$ cat src/inc/scce_pkg.sv
package scce_pkg;

    // ==========================================================================
    // Instruction word and encodings.
    // ==========================================================================
    localparam int          INSN_W        = 14;
    localparam int          PC_W          = 13;
    localparam int          DATA_W        = 8;
    localparam int          FADDR_W       = 7;
    localparam int          BIT_W         = 3;
    localparam int          KADDR_W       = 11;
    localparam int          STACK_DEPTH   = 8;
    localparam int          SP_W          = 3;

    localparam logic [3:0]  OP_SKIP_SET   = 4'h7;
    localparam logic [2:0]  OP_CALL       = 3'h4;
    localparam logic [6:0]  OP_CLR_FILE   = 7'h03;
    localparam logic [13:0] OP_CLR_WORK   = 14'h0103;
    localparam logic [13:0] INSN_NOP      = 14'h0000;

    // ==========================================================================
    // Field positions.
    // ==========================================================================
    localparam int          SKIP_OP_LSB   = 10;
    localparam int          CALL_OP_LSB   = 11;
    localparam int          CLEAR_FILE_REGISTER_OP_LSB   = 7;
    localparam int          BIT_LSB       = 7;
    localparam int          PCH_LATCH_HI  = 4;
    localparam int          PCH_LATCH_LO  = 3;

    localparam logic [PC_W-1:0]   PC_RESET    = 13'h0000;
    localparam logic [PC_W-1:0]   PC_ONE      = 13'h0001;
    localparam logic [PC_W-1:0]   IRQ_VECTOR  = 13'h0004;
    localparam logic [DATA_W-1:0] DATA_ZERO   = 8'h00;
    localparam logic [SP_W-1:0]   SP_ONE      = 3'h1;

    typedef enum logic [2:0] {
        SCCE_ST_EXEC  = 3'b001,
        SCCE_ST_FLUSH = 3'b010,
        SCCE_ST_IRQ   = 3'b100
    } scce_state_e;

endpackage

$ cat src/inc/scce_stack_if.sv
`timescale 1ns/1ns
interface scce_stack_if;
    import scce_pkg::*;
    logic            push;
    logic [PC_W-1:0] push_pc;
    logic [PC_W-1:0] top_pc;

    modport ctrl (output push, output push_pc, input top_pc);
    modport store (input push, input push_pc, output top_pc);
endinterface

$ cat src/rtl/scce_core.sv
`timescale 1ns/1ns
module scce_core
    import scce_pkg::*;
(
    input  wire logic                i_clk,
    input  wire logic                i_reset,
    input  wire logic [INSN_W-1:0]   i_insn,
    input  wire logic                i_irq,
    input  wire logic [DATA_W-1:0]   i_file_rdata,
    input  wire logic [DATA_W-1:0]   i_pc_high_latch,
    output logic      [PC_W-1:0]     o_pc,
    output logic      [FADDR_W-1:0]  o_file_addr,
    output logic                     o_file_we,
    output logic      [DATA_W-1:0]   o_file_wdata,
    output logic      [DATA_W-1:0]   o_work,
    output logic                     o_zero,
    output logic      [PC_W-1:0]     o_stack_top,
    output logic                     o_busy
);

    // ==========================================================================
    // Return stack.
    // ==========================================================================
    scce_stack_if stk ();

    scce_stack scce_stack_inst (
        .i_clk   (i_clk),
        .i_reset (i_reset),
        .stk     (stk.store)
    );

    // ==========================================================================
    // Decode.
    // ==========================================================================
    logic                is_skip;
    logic                is_call;
    logic                is_clear_file_register;
    logic                is_clear_working_register;
    logic [BIT_W-1:0]    bit_sel;
    logic                bit_val;

    assign is_skip  = (i_insn[INSN_W-1:SKIP_OP_LSB] == OP_SKIP_SET);
    assign is_call  = (i_insn[INSN_W-1:CALL_OP_LSB] == OP_CALL);
    assign is_clear_file_register  = (i_insn[INSN_W-1:CLEAR_FILE_REGISTER_OP_LSB] == OP_CLR_FILE);
    assign is_clear_working_register  = (i_insn == OP_CLR_WORK);
    assign bit_sel  = i_insn[BIT_LSB+BIT_W-1:BIT_LSB];
    assign bit_val  = i_file_rdata[bit_sel];

    // ==========================================================================
    // File register port.
    // ==========================================================================
    assign o_file_addr = i_insn[FADDR_W-1:0];

    // ==========================================================================
    // Sequencer and architectural state.
    // ==========================================================================
    scce_state_e       state_r;
    scce_state_e       state_nxt;
    logic [PC_W-1:0]   pc_r;
    logic [PC_W-1:0]   pc_nxt;
    logic [PC_W-1:0]   pc_step;
    logic [PC_W-1:0]   pc_skip;
    logic [DATA_W-1:0] work_r;
    logic [DATA_W-1:0] work_nxt;
    logic              zero_r;
    logic              zero_nxt;
    logic              exec_slot;
    logic              take_irq;
    logic              take_call;
    logic              take_skip;
    logic              take_clear_file_register;
    logic              take_clear_working_register;

    // ==========================================================================
    // Issue: an interrupt wins over the fetched word; nothing issues while busy.
    // ==========================================================================
    always_comb begin
        exec_slot = (state_r == SCCE_ST_EXEC);
        take_irq  = exec_slot && i_irq;
        take_call = exec_slot && !i_irq && is_call;
        take_skip = exec_slot && !i_irq && is_skip && bit_val;
        take_clear_file_register = exec_slot && !i_irq && is_clear_file_register;
        take_clear_working_register = exec_slot && !i_irq && is_clear_working_register;
        pc_step   = pc_r + PC_ONE;
        pc_skip   = pc_step + PC_ONE;
    end

    // ==========================================================================
    // Sequencer state: one busy slot after a taken skip, a call or an entry.
    // ==========================================================================
    always_comb begin
        state_nxt = state_r;
        unique case (state_r)
            SCCE_ST_EXEC: begin
                if (take_irq) begin
                    state_nxt = SCCE_ST_IRQ;
                end else if (take_call) begin
                    state_nxt = SCCE_ST_FLUSH;
                end else if (take_skip) begin
                    state_nxt = SCCE_ST_FLUSH;
                end
            end
            SCCE_ST_FLUSH: begin
                state_nxt = SCCE_ST_EXEC;
            end
            SCCE_ST_IRQ: begin
                state_nxt = SCCE_ST_EXEC;
            end
            default: begin
                state_nxt = SCCE_ST_EXEC;
            end
        endcase
    end

    always_ff @(posedge i_clk) begin
        if (i_reset) begin
            state_r <= SCCE_ST_EXEC;
        end else begin
            state_r <= state_nxt;
        end
    end

    // ==========================================================================
    // Return stack push: an entry saves the counter itself, a call saves the counter plus one.
    // ==========================================================================
    always_comb begin
        stk.push    = 1'b0;
        stk.push_pc = pc_step;
        if (take_irq) begin
            stk.push    = 1'b1;
            stk.push_pc = pc_r;
        end else if (take_call) begin
            stk.push    = 1'b1;
            stk.push_pc = pc_step;
        end
    end

    // ==========================================================================
    // Program counter: it holds through a busy slot; a taken skip steps by two in one cycle.
    // ==========================================================================
    always_comb begin
        pc_nxt = pc_r;
        if (take_irq) begin
            pc_nxt = IRQ_VECTOR;
        end else if (take_call) begin
            pc_nxt = {i_pc_high_latch[PCH_LATCH_HI:PCH_LATCH_LO],
                      i_insn[KADDR_W-1:0]};
        end else if (take_skip) begin
            pc_nxt = pc_skip;
        end else if (exec_slot) begin
            pc_nxt = pc_step;
        end
    end

    always_ff @(posedge i_clk) begin
        if (i_reset) begin
            pc_r <= PC_RESET;
        end else begin
            pc_r <= pc_nxt;
        end
    end

    // ==========================================================================
    // Working register: only the clear instruction writes it here.
    // ==========================================================================
    always_comb begin
        work_nxt = work_r;
        if (take_clear_working_register) begin
            work_nxt = DATA_ZERO;
        end
    end

    always_ff @(posedge i_clk) begin
        if (i_reset) begin
            work_r <= DATA_ZERO;
        end else begin
            work_r <= work_nxt;
        end
    end

    // ==========================================================================
    // Zero flag: both clears set it; skips, calls and entries leave it alone.
    // ==========================================================================
    always_comb begin
        zero_nxt = zero_r;
        if (take_clear_file_register) begin
            zero_nxt = 1'b1;
        end
        if (take_clear_working_register) begin
            zero_nxt = 1'b1;
        end
    end

    always_ff @(posedge i_clk) begin
        if (i_reset) begin
            zero_r <= 1'b0;
        end else begin
            zero_r <= zero_nxt;
        end
    end

    // ==========================================================================
    // Outputs.
    // ==========================================================================
    assign o_file_we    = take_clear_file_register;
    assign o_file_wdata = DATA_ZERO;
    assign o_pc         = pc_r;
    assign o_work       = work_r;
    assign o_zero       = zero_r;
    assign o_stack_top  = stk.top_pc;
    assign o_busy       = (state_r != SCCE_ST_EXEC);

endmodule // scce_core

$ cat src/rtl/scce_stack.sv
`timescale 1ns/1ns
module scce_stack
    import scce_pkg::*;
(
    input  wire logic   i_clk,
    input  wire logic   i_reset,
    scce_stack_if.store stk
);

    // ==========================================================================
    // Circular return stack held in flip-flops.
    // ==========================================================================
    logic [PC_W-1:0] mem_r [STACK_DEPTH];
    logic [PC_W-1:0] mem_nxt [STACK_DEPTH];
    logic [SP_W-1:0] sp_r;
    logic [SP_W-1:0] sp_nxt;

    always_comb begin
        mem_nxt = mem_r;
        sp_nxt  = sp_r;
        if (stk.push) begin
            mem_nxt[sp_r] = stk.push_pc;
            sp_nxt        = sp_r + SP_ONE;
        end
    end

    always_ff @(posedge i_clk) begin
        if (i_reset) begin
            sp_r <= '0;
            for (int i = 0; i < STACK_DEPTH; i++) begin
                mem_r[i] <= PC_RESET;
            end
        end else begin
            sp_r  <= sp_nxt;
            mem_r <= mem_nxt;
        end
    end

    assign stk.top_pc = mem_r[sp_r - SP_ONE];

endmodule // scce_stack

$ cat config.mk
export PLATFORM = sky130hd
export DESIGN_NAME = scce_core
export DESIGN_NICKNAME = d
export VERILOG_FILES = /design/src/inc/scce_pkg.sv /design/src/inc/scce_stack_if.sv /design/src/rtl/scce_core.sv /design/src/rtl/scce_stack.sv
export SDC_FILE = /design/constraint.sdc
export NUM_CORES = 1
export LEC_CHECK = 0
export BUFFER_PORTS_ARGS = -buffer_cell sky130_fd_sc_hd__buf_2
export CAP_MARGIN = 20
export CORE_ASPECT_RATIO = 0.8
export CORE_MARGIN = 2
export CORE_UTILIZATION = 31
export DETAILED_ROUTE_END_ITERATION = 8
export GPL_TIMING_DRIVEN = 0
export PLACE_DENSITY_LB_ADDON = 0.1
export SLEW_MARGIN = 20
export SYNTH_ARGS = -nofsm -noshare
export SYNTH_HDL_FRONTEND = slang
export SYNTH_HIERARCHICAL = 1
export SYNTH_SLANG_ARGS = --single-unit
$ cat constraint.sdc
create_clock -name i_clk -period 4.4 [get_ports i_clk]
set_clock_uncertainty 0.15 [all_clocks]
set_input_delay 1.32 -clock i_clk [delete_from_list [all_inputs] [get_ports i_clk]]
set_output_delay 1.32 -clock i_clk [all_outputs]
set_load 0.01 [all_outputs]
# ---- Yosys cells after proc, flatten, opt, wreduce, memory -nomap -nowiden
# Index checks and enable logic that the tools add are counted.
dict set report word_totals {
  regBits 124
  in_bits 33
  output_inout_bits 52
}
dict set report op_classes {
  addsub 4
  magnitude_cmp 4
  eq_ne 6
  muxes 20
  bitwise 3
  reduce_logical 17
}
# cell count
set op_table {}
lappend op_table {{bitwise mux 104 bit} 1}
lappend op_table {{2-to-1 mux 13 bit} 7}
lappend op_table {{binary-select mux 13 bit (select 3 bit)} 1}
lappend op_table {{demux 13 bit (select 3 bit)} 1}
lappend op_table {{adder 13 x 1 -> 13 bit, second input constant} 2}
lappend op_table {{== test 14 x 9 -> 1 bit, second input constant} 1}
lappend op_table {{2-to-1 mux 3 bit} 4}
lappend op_table {{>= comparator 4 bit, second input constant} 2}
lappend op_table {{logical AND 1 bit} 8}
lappend op_table {{inverter 3 -> 4 bit} 2}
lappend op_table {{== test 7 x 2 -> 1 bit, second input constant} 1}
lappend op_table {{nonzero test 3 bit} 2}
lappend op_table {{2-to-1 mux 1 bit} 5}
lappend op_table {{== test 4 x 3 -> 1 bit, second input constant} 1}
lappend op_table {{< comparator 3 x 4 -> 1 bit, second input constant} 1}
lappend op_table {{< comparator 4 x 1 -> 1 bit, second input constant} 1}
lappend op_table {{nonzero test 2 bit} 2}
lappend op_table {{nonzero test 4 bit} 1}
lappend op_table {{OR reduction 2 bit} 2}
lappend op_table {{adder 3 x 1 -> 3 bit, second input constant} 1}
lappend op_table {{binary-select mux 1 bit (select 3 bit)} 1}
lappend op_table {{== test 3 x 1 -> 1 bit, second input constant} 1}
lappend op_table {{== test 3 bit, second input constant} 1}
lappend op_table {{!= test 3 x 1 -> 1 bit, second input constant} 1}
lappend op_table {{4 further kinds} 4}

# ---- Logic depth before layout (Yosys ltp)
dict set report logic_depth {
  word_depth 7
  depth_mapped 11
}

# ---- By module
# The synthesis kept the hierarchy.
# module instances cells_per_inst area_per_inst_um2
set modules_own_cells {}
lappend modules_own_cells {scce_stack 1 626 4916.0}
lappend modules_own_cells {scce_core 1 245 1840.5}

# ---- Worst setup path before layout
# OpenSTA, ideal clock, no wires.
dict set report synth_timing {
  path_type {input -> output}
  startpoint {input i_insn[8]}
  endpoint {output o_file_we}
  t_arrival_ns 2.411
  slack_ns 0.519
  cell_stages 3
  n_path_buf 1
  path_cell_list {buf_4 or4b_2 nor4_1}
}
dict set report synth_via {
  elab_chain_len 2
}
# item line_no
set synth_rtl {}
lappend synth_rtl {{from (decl)} scce_core.sv:7} ;# input wire logic [INSN_W-1:0] i_insn,
lappend synth_rtl {{== test 7 x 2 -> 1 bit} scce_core.sv:44} ;# assign is_clear_file_register = (i_insn[INSN_W-1:CLEAR_FILE_REGISTER_OP_LSB] == OP_CLR_FILE);
lappend synth_rtl {{logical AND 1 bit} scce_core.sv:82} ;# take_clear_file_register = exec_slot && !i_irq && is_clear_file_register;
lappend synth_rtl {{to (decl)} scce_core.sv:13} ;# output logic o_file_we,
# No other way between the ends.

# ---- Final worst setup path
dict set report layout_timing {
  startpoint {register scce_stack_inst.sp_r[0]}
  endpoint {output o_stack_top[5]}
}
dict set report layout_via {
  elab_chain_len 5
}
# item line_no
set layout_rtl {}
lappend layout_rtl {{from (decl)} scce_stack.sv:15} ;# logic [SP_W-1:0] sp_r;
lappend layout_rtl {{from (signal assigned)} scce_stack.sv:34} ;# sp_r <= sp_nxt;
lappend layout_rtl {{subtractor 3 x 1 -> 3 bit} scce_stack.sv:39} ;# assign stk.top_pc = mem_r[sp_r - SP_ONE];
lappend layout_rtl {{inverter 3 -> 4 bit (not written as such)} scce_stack.sv:39}
lappend layout_rtl {{binary-select mux 13 bit (select 3 bit)} scce_stack.sv:39}
lappend layout_rtl {{2-to-1 mux 13 bit (not written as such) (2 in series)} scce_stack.sv:39}
lappend layout_rtl {{to (decl)} scce_core.sv:17} ;# output logic [PC_W-1:0] o_stack_top,
# No other way between the ends. The select of a mux whose other input is x is not followed.

==> flow_summary_export.csv <==
group,metric,value,unit
yosys,synth_edf_count,0,
final_layout,drive_gt1_share,20.0,%
yosys,ys.flop_type,"dfxtp_1",
power,irDropWorstVdd,0.248,mV
die,core.rowCount,48,
detailed_routing,drt.antenna.violating_nets,0,
clock_tree,cts_tree,"built",
power,p_leak,3.01,nW
setup_path,crit_path_frequent_cell,"buf_2",
timing,min_period,4260,ps
timing,hold_viol_final,0,
grt,grt.total_usage,20.3,%
timing,worst_pin_slew,979,ps
yosys,syn_inst,871,
setup_path,critical_path_depth,9,
yosys,yosys_warnings,6,
final_layout,antennaDiodeCount,0,
grt,grt_first_pass_wirelength,35000,um
setup_path,crit_family,"buffers and inverters",
yosys,synthArstFlopShare,0,%
worst_hold_path,hold_depth,1,
status,status,"finished, final reports clean",
final_layout,seqCellArea,2490,um^2
clock_tree,path_clk_slew,60,ps
power,power.density,416,nW/um^2
setup_path,worst-path-buf-inv,5,
timing,fin_crit_sh,96.8,%
power,total_power,3.44,mW
detailed_routing,viasPerCell,5.12,
detailed_routing,routed_wl,23100,um
run,cap_violations,0,
die,fp.dieArea,23000,um^2
final_layout,final_util,38.5,%
clock_tree,cts-htree-levels,4,
timing,fmax,0.235,GHz
timing,slew_headroom,34.2,%
placed_design,port_buffers,60,
placed_design,post-dp-hpwl,16900,um
setup_path,cp-start-kind,"register",
detailed_routing,drt_iter0_drc,546,
worst_hold_path,hold_path.class,"reg2reg",
setup_path,critPathRequiredTime,2930,ps
yosys,postSynthAreaPerCell,7.76,um^2
grt,grt_overflow,0,
timing,holdWs,295,ps
yosys,yosysTopAreaCellShare,36.7,%
final_layout,final_cells,1252,
grt,antenna_found_initial,0,
clock_tree,cts_num_sinks,124,
die,core_area,21500,um^2
final_layout,multi_input_area,3870,um^2
timing,slew_viol_final,0,
yosys,synth.area.top_cells,"dfxtp_1 (37%), nand2_1 (13%), a21oi_1 (8.6%), mux2i_1 (8.4%), nand3_1 (4.5%)",
setup_path,endpoint_kind,"output port",
final_layout,final_nets,1002,
final_layout,n_fill_cell,2320,
grt,first_global_vias,5723,
clock_tree,clock_path_buffers,2,
yosys,syn-cell-area,6760,um^2
die,die_x,169,um
clock_tree,clk_latency,420,ps
placed_design,routabilityCongestion,0.815,
final_layout,finalInstanceArea,8270,um^2
final_layout,area_growth,22.4,%
clock_tree,postCtsSetupRepairBufs,0,
yosys,yosysSeqAreaShare,36.7,%
detailed_routing,drc,0,
clock_tree,cts_root_buf,"clkbuf_16",
setup_path,critPathMaxStageDelay,380,ps
setup_path,cp_max_fo,10,
setup_path,crit_chain,"buf_4 -> inv_2 -> buf_2 -> ha_2 -> xor2_4 -> buf_2 -> nand3_1 -> and4_1 -> buf_2",
yosys,synth_area_leader_cell,"dfxtp_1",
setup_path,cp.arrival,2790,ps
grt,grt_max_degree,17,
die,chipHeight,136,um
placed_design,dp_cells,1221,
detailed_routing,routed-via-count,6410,
die,io_pins,85,
die,start_util,31.4,%
setup_path,r2r_cells,11,
setup_path,critPathKind,"reg2out",
setup_path,cp_slowest_cell,"dfxtp_4",
timing,rsz0062_at_grt,"no",
yosys,yosys_register_bits,124,
placed_design,place_area,7460,um^2
detailed_routing,wl_per_cell,18.5,um
detailed_routing,drt_pass1_iterations,5,
yosys,synth_cell_types,61,
timing,setup_viol,0,
clock_tree,numCtsBuffers,17,
-- timing repair --
action | CTS | global route
resized for setup | 24 | 28
setup endpoints to repair | 13 | 13
hold endpoints to repair | 0 | 0
hold buffers | 0 | 0
pin swaps | 0 | 0
-- cells in the mapped netlist, types with 4 or more instances --
| library cell | instances |
|---|---|
| nand2_1 | 229 |
| dfxtp_1 | 124 |
| a21oi_1 | 116 |
| nand3_1 | 61 |
| mux2i_1 | 57 |
| buf_4 | 37 |
| buf_2 | 30 |
| clkbuf_1 | 28 |
| nor2_1 | 28 |
| xnor2_1 | 22 |
| and4_1 | 15 |
| inv_1 | 11 |
| nor3_1 | 10 |
| xor2_1 | 10 |
| nor4_1 | 6 |
| nand4_1 | 5 |
| o221ai_1 | 5 |
| a22oi_1 | 4 |
| a31oi_1 | 4 |
| ha_1 | 4 |
| o21ai_0 | 4 |
-- where the power goes --
part	switching (mW)	internal, mW
combinational	0.480	0.309
sequential	0.0254	1.15
clock	0.512	0.971
-- cell type report --
type                    instances  share of cell area, %
repair buffers                 60                   3.63
plain buffers                  96                   7.49
multi-input cells             654                   46.8
inverters                      12                  0.545
well taps                     275                   4.16
clock buffers                  23                   5.66
flip-flops and latches        124                   30.1
clock inverters                 8                   1.69
-- registers in the layout, summed over array words and instances (netlist names) --
register	cells
o_zero	1
scce_stack_inst/sp_r	3
state_r	3
o_pc	13
scce_stack_inst/mem_r	104
-- per-layer routing --
metal / vias to the layer above / routed length [um] / global-route usage [%]
met1: 3081 / 11900 / 31.6
met3: 17 / 1310 / 3.44
li1: 3137 / - / -
met2: 175 / 9620 / 28.6
met4: 0 / 246 / 5.27
met5: - / 0 / 0
-- per-stage QoR --
step	setup TNS, ps	setup slack (ps)
floorplan	0	519
global placement	-104	-41.7
detailed placement	-69.7	-40.2
CTS	-84.2	-27.0
global route	0	22.6
finish	0	139
-- worst paths after layout --
path	startpoint	end	slack, ps
max	scce_stack_inst/sp_r[0]$_SDFFE_PP0P_	o_stack_top[5]	140
max reg2reg	state_r[2]$_SDFFE_PP0P_	scce_stack_inst/mem_r[34]$_SDFFE_PP0P_	980
min	state_r[0]$_SDFFE_PP1P_	state_r[0]$_SDFFE_PP1P_	300
min reg2reg	state_r[0]$_SDFFE_PP1P_	state_r[0]$_SDFFE_PP1P_	300
-- logic make-up after synthesis --
logic type | synth area share (%)
buffers and inverters | 8.72
flip-flops | 36.7
AO/OA/AOI/OAI | 12.8
adder cells (fa/ha/maj) | 0.741
multiplexers | 8.61
other | 0.0555
XOR/XNOR | 4.63
AND/OR/NAND/NOR | 27.7
-- cells in the final DEF (no fill, tap or decap), types with 4 or more instances in the layout --
cell,Yosys,routed
a21oi_1,116,116
a22oi_1,4,4
a31oi_1,4,4
and4_1,15,15
buf_2,30,83
buf_4,37,39
bufinv_16,0,4
clkbuf_1,28,29
clkbuf_16,0,17
clkinv_2,0,4
conb_1,1,16
dfxtp_1,124,123
inv_1,11,11
mux2i_1,57,42
mux2i_2,0,10
mux2i_4,0,5
nand2_1,229,229
nand3_1,61,61
nand4_1,5,5
nor2_1,28,28
nor3_1,10,10
nor4_1,6,6
o21ai_0,4,4
o221ai_1,5,5
xnor2_1,22,22
xor2_1,10,10
No activity file was read; power rests on OpenSTA's default activity.
